$ cat src/logic/lccl_consts.vh
// Constants for the line card control latch bank: control memory
// locations, latch geometry and the values the leads take at reset.
// Included by every design file of the block; holds definitions only.
`ifndef LCCL_CONSTS_VH
`define LCCL_CONSTS_VH

// Control memory word width and address width
`define LCCL_DATA_W      8
`define LCCL_ADDR_W      8

// Control memory locations served by this block
`define LCCL_ADDR_DIR    8'h9E
`define LCCL_ADDR_OUT    8'h9F
`define LCCL_ADDR_STATE  8'hA0
// Highest location the host may ever write
`define LCCL_ADDR_TOP    8'hA2

// Geometry
`define LCCL_LEADS       6
`define LCCL_CHANS       4
`define LCCL_CHAN_W      2

// Direction encoding: a set bit makes the lead a driven output
`define LCCL_DIR_OUTPUT  1'b1
// Reset state: leads 2 and 3 outputs, the rest inputs; all values zero
`define LCCL_DIR_RST     6'h0C
`define LCCL_OUT_RST     6'h00

// Fast scan reports lead bits 0 and 1 of each channel
`define LCCL_SCAN_LO     0
`define LCCL_SCAN_HI     1
`define LCCL_SCAN_BITS   2

// Unused upper bits of an 8-bit location read as zero
`define LCCL_PAD_ZERO    2'h0
`define LCCL_BYTE_ZERO   8'h00

`endif

$ cat src/logic/lccl_lead.v
// One channel of six bidirectional control latches: direction and
// value storage, pin drive and sampling of the actual lead levels.
// Assumes pin inputs already synchronous to clock_in.
`timescale 1ns/1ps
`include "lccl_consts.vh"

module lccl_lead #(
	parameter LEADS = `LCCL_LEADS
) (
	input  wire             clock_in,
	input  wire             nrst_in,
	input  wire             chan_reset_in,
	input  wire             dir_we_in,
	input  wire             out_we_in,
	input  wire [LEADS-1:0] wdata_in,
	input  wire [LEADS-1:0] pin_in,
	output wire [LEADS-1:0] dir_out,
	output wire [LEADS-1:0] value_out,
	output wire [LEADS-1:0] state_out,
	output wire [LEADS-1:0] pin_out,
	output wire [LEADS-1:0] pin_oe_n_out
);

	reg [LEADS-1:0] dir_reg;
	reg [LEADS-1:0] value_reg;
	reg [LEADS-1:0] state_reg;

	// Direction and value storage; channel reset restores the power-up pattern
	always @(posedge clock_in or negedge nrst_in) begin
		if (!nrst_in) begin
			dir_reg   <= `LCCL_DIR_RST;
			value_reg <= `LCCL_OUT_RST;
		end else if (chan_reset_in) begin
			dir_reg   <= `LCCL_DIR_RST;
			value_reg <= `LCCL_OUT_RST;
		end else begin
			if (dir_we_in)
				dir_reg <= wdata_in;
			if (out_we_in)
				value_reg <= wdata_in;
		end
	end

	// Actual pin level, whatever the direction
	always @(posedge clock_in or negedge nrst_in) begin
		if (!nrst_in)
			state_reg <= {LEADS{1'b0}};
		else
			state_reg <= pin_in;
	end

	// Value always presented; the enable alone decides whether it reaches the pin
	assign pin_out      = value_reg;
	assign pin_oe_n_out = ~dir_reg;
	assign dir_out      = dir_reg;
	assign value_out    = value_reg;
	assign state_out    = state_reg;

endmodule

$ cat src/logic/lccl_top.v
// Line card control latches for all channels, reached through the
// control memory access port of the serial control interface.
// Assumes the serial interface decodes frames and presents one-cycle
// read and write strobes with address, channel and data.
`timescale 1ns/1ps
`include "lccl_consts.vh"

module lccl_top #(
	parameter CHANS  = `LCCL_CHANS,
	parameter LEADS  = `LCCL_LEADS,
	parameter CHAN_W = `LCCL_CHAN_W
) (
	input  wire                     clock_in,
	input  wire                     nrst_in,
	input  wire [CHAN_W-1:0]        mem_chan_in,
	input  wire                     mem_all_in,
	input  wire [`LCCL_ADDR_W-1:0]  mem_addr_in,
	input  wire                     mem_wr_in,
	input  wire                     mem_rd_in,
	input  wire [`LCCL_DATA_W-1:0]  mem_wdata_in,
	output wire [`LCCL_DATA_W-1:0]  mem_rdata_out,
	output wire                     mem_rvalid_out,
	output wire                     mem_hit_out,
	output wire                     mem_wr_reject_out,
	input  wire                     scan_req_in,
	output wire [`LCCL_DATA_W-1:0]  scan_data_out,
	output wire                     scan_valid_out,
	input  wire [CHANS-1:0]         chan_reset_in,
	input  wire [CHANS*LEADS-1:0]   lead_in,
	output wire [CHANS*LEADS-1:0]   lead_out,
	output wire [CHANS*LEADS-1:0]   lead_oe_n_out
);

	// Two scan bits per channel make up the scan byte
	localparam SCAN_W = CHANS * `LCCL_SCAN_BITS;

	// Address decode
	reg  addr_dir;
	reg  addr_out;
	reg  addr_state;
	wire addr_above;

	always @* begin
		addr_dir   = 1'b0;
		addr_out   = 1'b0;
		addr_state = 1'b0;
		case (mem_addr_in)
			`LCCL_ADDR_DIR: begin
				addr_dir = 1'b1;
			end
			`LCCL_ADDR_OUT: begin
				addr_out = 1'b1;
			end
			`LCCL_ADDR_STATE: begin
				addr_state = 1'b1;
			end
			default: begin
				addr_dir = 1'b0;
			end
		endcase
	end

	// Anything above the top location is internal state of the device
	assign addr_above = (mem_addr_in > `LCCL_ADDR_TOP);

	// Combinational strobes: one-cycle qualifiers from the decode
	assign mem_hit_out = (mem_wr_in | mem_rd_in) & (addr_dir | addr_out | addr_state);

	// Status is read-only and everything above the top location holds internal
	// state, so writes there are refused and dropped
	wire wr_to_status;
	wire wr_above_top;

	assign wr_to_status      = mem_wr_in & addr_state;
	assign wr_above_top      = mem_wr_in & addr_above;
	assign mem_wr_reject_out = wr_to_status | wr_above_top;

	// Per-channel write enables; write-all loads every channel at once
	reg [CHANS-1:0] chan_sel;
	integer         i;

	always @* begin
		chan_sel = {CHANS{1'b0}};
		for (i = 0; i < CHANS; i = i + 1) begin
			if (mem_all_in || (mem_chan_in == i[CHAN_W-1:0]))
				chan_sel[i] = 1'b1;
		end
	end

	// Only the two writable locations raise enables; refused writes reach no bank
	wire [CHANS-1:0] dir_we;
	wire [CHANS-1:0] out_we;

	assign dir_we = (mem_wr_in && addr_dir) ? chan_sel : {CHANS{1'b0}};
	assign out_we = (mem_wr_in && addr_out) ? chan_sel : {CHANS{1'b0}};

	// Latch banks, one per channel
	// Each bank samples all its leads on every edge, whatever their direction
	wire [CHANS*LEADS-1:0] dir_all;
	wire [CHANS*LEADS-1:0] value_all;
	wire [CHANS*LEADS-1:0] state_all;

	genvar g;
	generate
		for (g = 0; g < CHANS; g = g + 1) begin : chan
			lccl_lead #(
				.LEADS (LEADS)
			) u_lead (
				.clock_in      (clock_in),
				.nrst_in       (nrst_in),
				.chan_reset_in (chan_reset_in[g]),
				.dir_we_in     (dir_we[g]),
				.out_we_in     (out_we[g]),
				.wdata_in      (mem_wdata_in[LEADS-1:0]),
				.pin_in        (lead_in[g*LEADS +: LEADS]),
				.dir_out       (dir_all[g*LEADS +: LEADS]),
				.value_out     (value_all[g*LEADS +: LEADS]),
				.state_out     (state_all[g*LEADS +: LEADS]),
				.pin_out       (lead_out[g*LEADS +: LEADS]),
				.pin_oe_n_out  (lead_oe_n_out[g*LEADS +: LEADS])
			);
		end
	endgenerate

	// Read multiplexer; a read only samples, it never touches the banks
	// Status reads return levels sampled at the previous edge, so a lead change
	// shows up in a read one cycle later
	reg [LEADS-1:0]        rd_field;
	reg [`LCCL_DATA_W-1:0] rd_word;
	integer                k;

	always @* begin
		rd_field = {LEADS{1'b0}};
		for (k = 0; k < CHANS; k = k + 1) begin
			if (mem_chan_in == k[CHAN_W-1:0]) begin
				if (addr_dir)
					rd_field = dir_all[k*LEADS +: LEADS];
				else if (addr_out)
					rd_field = value_all[k*LEADS +: LEADS];
				else if (addr_state)
					rd_field = state_all[k*LEADS +: LEADS];
			end
		end
		rd_word = {`LCCL_PAD_ZERO, rd_field};
	end

	reg [`LCCL_DATA_W-1:0] rdata_reg;
	reg [`LCCL_DATA_W-1:0] rdata_next;
	reg                    rvalid_reg;

	// Read data hold until the next read; a foreign location reads as zero
	always @* begin
		rdata_next = rdata_reg;
		if (mem_rd_in)
			rdata_next = rd_word;
	end

	// Valid is a one-cycle pulse after each read strobe

	always @(posedge clock_in or negedge nrst_in) begin
		if (!nrst_in) begin
			rdata_reg  <= `LCCL_BYTE_ZERO;
			rvalid_reg <= 1'b0;
		end else begin
			rdata_reg  <= rdata_next;
			rvalid_reg <= mem_rd_in;
		end
	end

	assign mem_rdata_out  = rdata_reg;
	assign mem_rvalid_out = rvalid_reg;

	// Fast scan: bits 0 and 1 of every channel's actual lead state
	// Built from the same samples as the status location, so the two agree
	reg [SCAN_W-1:0] scan_pack;
	integer          n;

	always @* begin
		scan_pack = {SCAN_W{1'b0}};
		for (n = 0; n < CHANS; n = n + 1) begin
			scan_pack[`LCCL_SCAN_BITS*n + `LCCL_SCAN_LO] = state_all[n*LEADS + `LCCL_SCAN_LO];
			scan_pack[`LCCL_SCAN_BITS*n + `LCCL_SCAN_HI] = state_all[n*LEADS + `LCCL_SCAN_HI];
		end
	end

	reg [SCAN_W-1:0] scan_reg;
	reg [SCAN_W-1:0] scan_next;
	reg              scan_valid_reg;

	always @* begin
		scan_next = scan_reg;
		if (scan_req_in)
			scan_next = scan_pack;
	end

	always @(posedge clock_in or negedge nrst_in) begin
		if (!nrst_in) begin
			scan_reg       <= {SCAN_W{1'b0}};
			scan_valid_reg <= 1'b0;
		end else begin
			scan_reg       <= scan_next;
			scan_valid_reg <= scan_req_in;
		end
	end

	assign scan_data_out  = scan_reg;
	assign scan_valid_out = scan_valid_reg;

endmodule
$ cat config.mk
export PLATFORM = sky130hd
export DESIGN_NAME = lccl_top
export DESIGN_NICKNAME = d
export VERILOG_FILES = /design/src/logic/lccl_lead.v /design/src/logic/lccl_top.v
export VERILOG_INCLUDE_DIRS = /design/src /design/src/logic
export SDC_FILE = /design/constraint.sdc
export NUM_CORES = 1
export LEC_CHECK = 0
export BUFFER_PORTS_ARGS = -buffer_cell sky130_fd_sc_hd__buf_4
export CAP_MARGIN = 20
export CELL_PAD_IN_SITES_DETAIL_PLACEMENT = 0
export CELL_PAD_IN_SITES_GLOBAL_PLACEMENT = 1
export CORE_MARGIN = 2
export CORE_UTILIZATION = 43
export DETAILED_ROUTE_END_ITERATION = 10
export PLACE_DENSITY = 0.85
export SETUP_SLACK_MARGIN = 0.2
export SLEW_MARGIN = 0
export SYNTH_ARGS = -nofsm -noshare
export SYNTH_HDL_FRONTEND = slang
export SYNTH_SLANG_ARGS = --single-unit
$ cat constraint.sdc
create_clock -name clock_in -period 2.3 [get_ports clock_in]
set_input_delay 0.23 -clock clock_in [delete_from_list [all_inputs] [get_ports clock_in]]
set_output_delay 0.23 -clock clock_in [all_outputs]
set_load 0.1 [all_outputs]
==> results.py <==
metrics = {
    "setup_path": {
        "end_kind": "output pin",
        "cp.required_ns": 2.07,
        "path_buf_inv": 2,
        "startpoint_type": "input pin",
        "path_max_fanout": 6,
        "critPathMaxStageDelay_ns": 0.67,
        "crit_family": "simple AND/OR/NAND/NOR gates",
        "worstPathArrival_ns": 1.63,
        "cpMaxStageDelayCell": "or4_1",
        "cpMostUsedCell": "buf_4",
        "cp_cell_sequence": "buf_4 > or4_1 > nor2_2 > o22a_2 > buf_4",
        "worstSetupPathType": "in2out",
    },
    "global_route": {
        "antenna_found_initial": 0,
        "grt_usage_pct": 22.4,
        "grt_first_pass_wirelength_um": 17200,
        "grt_overflow": 0,
        "first_global_vias": 3212,
        "grt_max_degree": 52,
    },
    "yosys": {
        "synth_cell_type_count": 39,
        "synth_mux_area_share_pct": 16.6,
        "synth.yosys.warnings": 0,
        "synth_top_family_by_area": "multiplexers",
        "synth_area_per_cell_um2": 11.1,
        "synth_most_common_cell": "dfrtp_1",
        "synth_xor_area_share_pct": 0,
        "synth.largest_area_cell": "dfrtp_1",
        "yosysTopAreaCellShare_pct": 49.0,
        "synth.cell_area_um2": 4080,
        "async_flop_share_pct": 100,
        "synth-simple-area-share_pct": 14.4,
        "yosys-top-cells-count": "dfrtp_1, mux2i_1, nor2_1, inv_1, o21ai_0",
        "synth_edf_count": 0,
        "synth_top_flop_cell": "dfrtp_1",
        "synthCells": 369,
        "ys_ff_latch": 88,
        "synth-compound-area-share_pct": 9.56,
        "synth-adder-area-share_pct": 0,
        "ys_seq_area_share_pct": 54.2,
        "synth_area_leaders": "dfrtp_1, mux2i_1, dfstp_2",
    },
    "timing": {
        "fin_crit_ns": 1.86,
        "rsz0062_at_grt": "no",
        "setup_viol": 0,
        "setup_tns_ns": 0,
        "finalHoldViolations": 0,
        "slew_viol_final": 0,
        "skew_ns": 0.00960,
        "tightest_slew_ns": 0.505,
        "relSlewSlack_pct": 66.3,
        "max_freq_ghz": 0.536,
        "finalCritPeriodShare_pct": 81.1,
    },
    "pwr": {
        "pwr-share-seq_pct": 46.5,
        "p_int_w": 0.00257,
        "p_clk_share_pct": 39.8,
        "peakVddDrop_mv": 0.354,
        "pwr-share-comb_pct": 13.7,
        "power.switching_w": 0.000872,
        "power_density_nw_per_um2": 613,
        "swShare_pct": 25.3,
        "cellLeakagePower_nw": 2.56,
    },
    "die": {
        "initial_utilization_pct": 44.2,
        "pin_count": 120,
        "die_w_um": 101,
        "rows": 35,
        "design.core.area_um2": 9240,
        "dieHeight_um": 101,
        "design.die.area_um2": 10300,
    },
    "clock_network": {
        "worstSkewPairLatency_ns": 0.35,
        "cts_buffers": 9,
        "clock-root-buffer": "clkbuf_8",
        "cts_max_path_buffers": 2,
        "cts_sinks": 88,
        "clk_pin_slew_worst_paths_ns": 0.09,
        "ctsHtreeMaxLevel": 3,
        "cts_setup_buffers": 0,
        "ctsResizeCount": 0,
        "cts_tree": "done",
    },
    "finish": {
        "fin_nets": 561,
        "final_layout_size_suffix_gt1_share_pct": 34.0,
        "antenna_cells": 0,
        "syn2layout_area_growth_pct": 37.7,
        "final_core_util_pct": 60.9,
        "fillers": 789,
    },
    "status": {
        "status": "finished clean",
    },
    "routing": {
        "post-route-drc-count": 0,
        "post_drt_wl_per_cell_um": 17.1,
        "avgViaCountPerCell": 5.13,
        "drt_iter0_markers": 147,
        "dr.pass1.iters": 4,
        "vias": 3296,
        "final_antenna_net_count": 0,
        "finalWirelength_um": 11000,
    },
    "job": {
        "maxCapViolCount": 0,
    },
    "placement": {
        "dp_hpwl_um": 7920,
        "numPortBuffers": 115,
        "place_congestion": 0.817,
    },
    "hold_path": {
        "hold_class": "in2reg",
    },
}
layout by cell type, fill, tap and decap left out, types with 2 or more instances in the layout:
cell / synthesis / layout
nor2_1: 50 / 49
nor4_1: 4 / 4
dfstp_2: 8 / 8
a21oi_1: 10 / 10
a21o_1: 2 / 2
a22oi_1: 10 / 10
conb_1: 1 / 2
o211ai_1: 3 / 3
a211o_1: 8 / 8
o22ai_1: 4 / 4
clkbuf_8: 0 / 9
dfrtp_1: 80 / 80
o21ai_0: 15 / 15
inv_1: 27 / 27
or4_1: 4 / 4
mux2_2: 11 / 11
dlygate4sd3_1: 0 / 25
and3_1: 4 / 4
clkbuf_1: 14 / 2
a32oi_1: 2 / 2
a211oi_1: 3 / 3
nor2_2: 2 / 3
nand2_1: 11 / 11
nand3_1: 6 / 6
nor2b_1: 3 / 3
nand2b_1: 5 / 5
nor3_4: 8 / 8
buf_4: 2 / 127
bufinv_16: 0 / 4
mux2i_1: 53 / 53
layout make-up:
cell class	instances	area, µm²	share of cell area, %
Timing Repair Buffer	153	1220	21.8
Inverter	27	101	1.80
Clock buffer	11	131	2.34
Sequential cell	88	2210	39.3
Multi-Input combinational cell	230	1670	29.6
Tap cell	129	161	2.87
Clock inverter	5	129	2.29
kinds of logic after synthesis:
| logic type | Yosys count |
|---|---|
| and+or+nand+nor | 104 |
| DFF | 88 |
| other | 1 |
| AOI/OAI and AO/OA | 59 |
| muxes | 65 |
| buffers and inverters | 52 |
what timing repair did:
item,in CTS,in global routing
hold buffers,25,0
endpoints found under the hold margin,55,0
endpoints found under the setup margin,0,0
flip-flops by register name, summed over array words and instances, names as in the netlist:
register / flops
chan.u_lead.state_out: 24
chan.u_lead.dir_out: 24
chan.u_lead.pin_out: 24
scan_valid_out: 1
mem_rdata_out: 6
scan_data_out: 8
mem_rvalid_out: 1
routing by layer:
layer	up-vias	routed length [µm]	GRT usage [%]
met2	113	5190	35.4
li1	1569	-	-
met1	1604	5070	31.4
met4	0	155	7.38
met5	-	0	0
met3	10	590	4.21
path summary, 6_finish.rpt:
path / slack [ns] / from / endpoint / cells after the start
worst max-delay path: 0.44 / mem_addr_in[6] / mem_hit_out / 5
worst min-delay path: 0.08 / scan_req_in / scan_valid_out / 1
worst max register to register: 0.74 / chan[2].u_lead.pin_out[5] / mem_rdata_out[5] / 5
worst min register to register: 0.50 / mem_rdata_out[1] / mem_rdata_out[1] / 1
max in group asynchronous: 1.23 / nrst_in / chan[3].u_lead.dir_out[2] / 3
min in group asynchronous: 0.38 / nrst_in / chan[1].u_lead.dir_out[0] / 2
power groups by stage:
| stage | clock [W] | combinational [W] | sequential [W] |
|---|---|---|---|
| after detailed placement | 0 | 0.000443 | 0.00163 |
| after CTS | 0.00140 | 0.000478 | 0.00160 |
| after global routing | 0.00147 | 0.000502 | 0.00161 |
| after floorplan | 0 | 0.000137 | 0.00176 |
| after global placement | 0 | 0.000439 | 0.00163 |
| final | 0.00137 | 0.000473 | 0.00160 |
through the flow:
step           hold WS [ns]  instances  setup WS, ns  total power, W  cell area, µm²
4_1_cts              0.0663        643         0.442         0.00349            5630
3_3_place_gp          0.231        602         0.216         0.00207            5110
3_5_place_dp          0.239        602         0.211         0.00208            5110
2_1_floorplan       -0.0656        370         0.273         0.00190            4090
5_1_grt              0.0532        643         0.397         0.00358            5630
6_report             0.0750        643         0.435         0.00345            5630
Note: power is estimated with default switching activity, not from simulation.
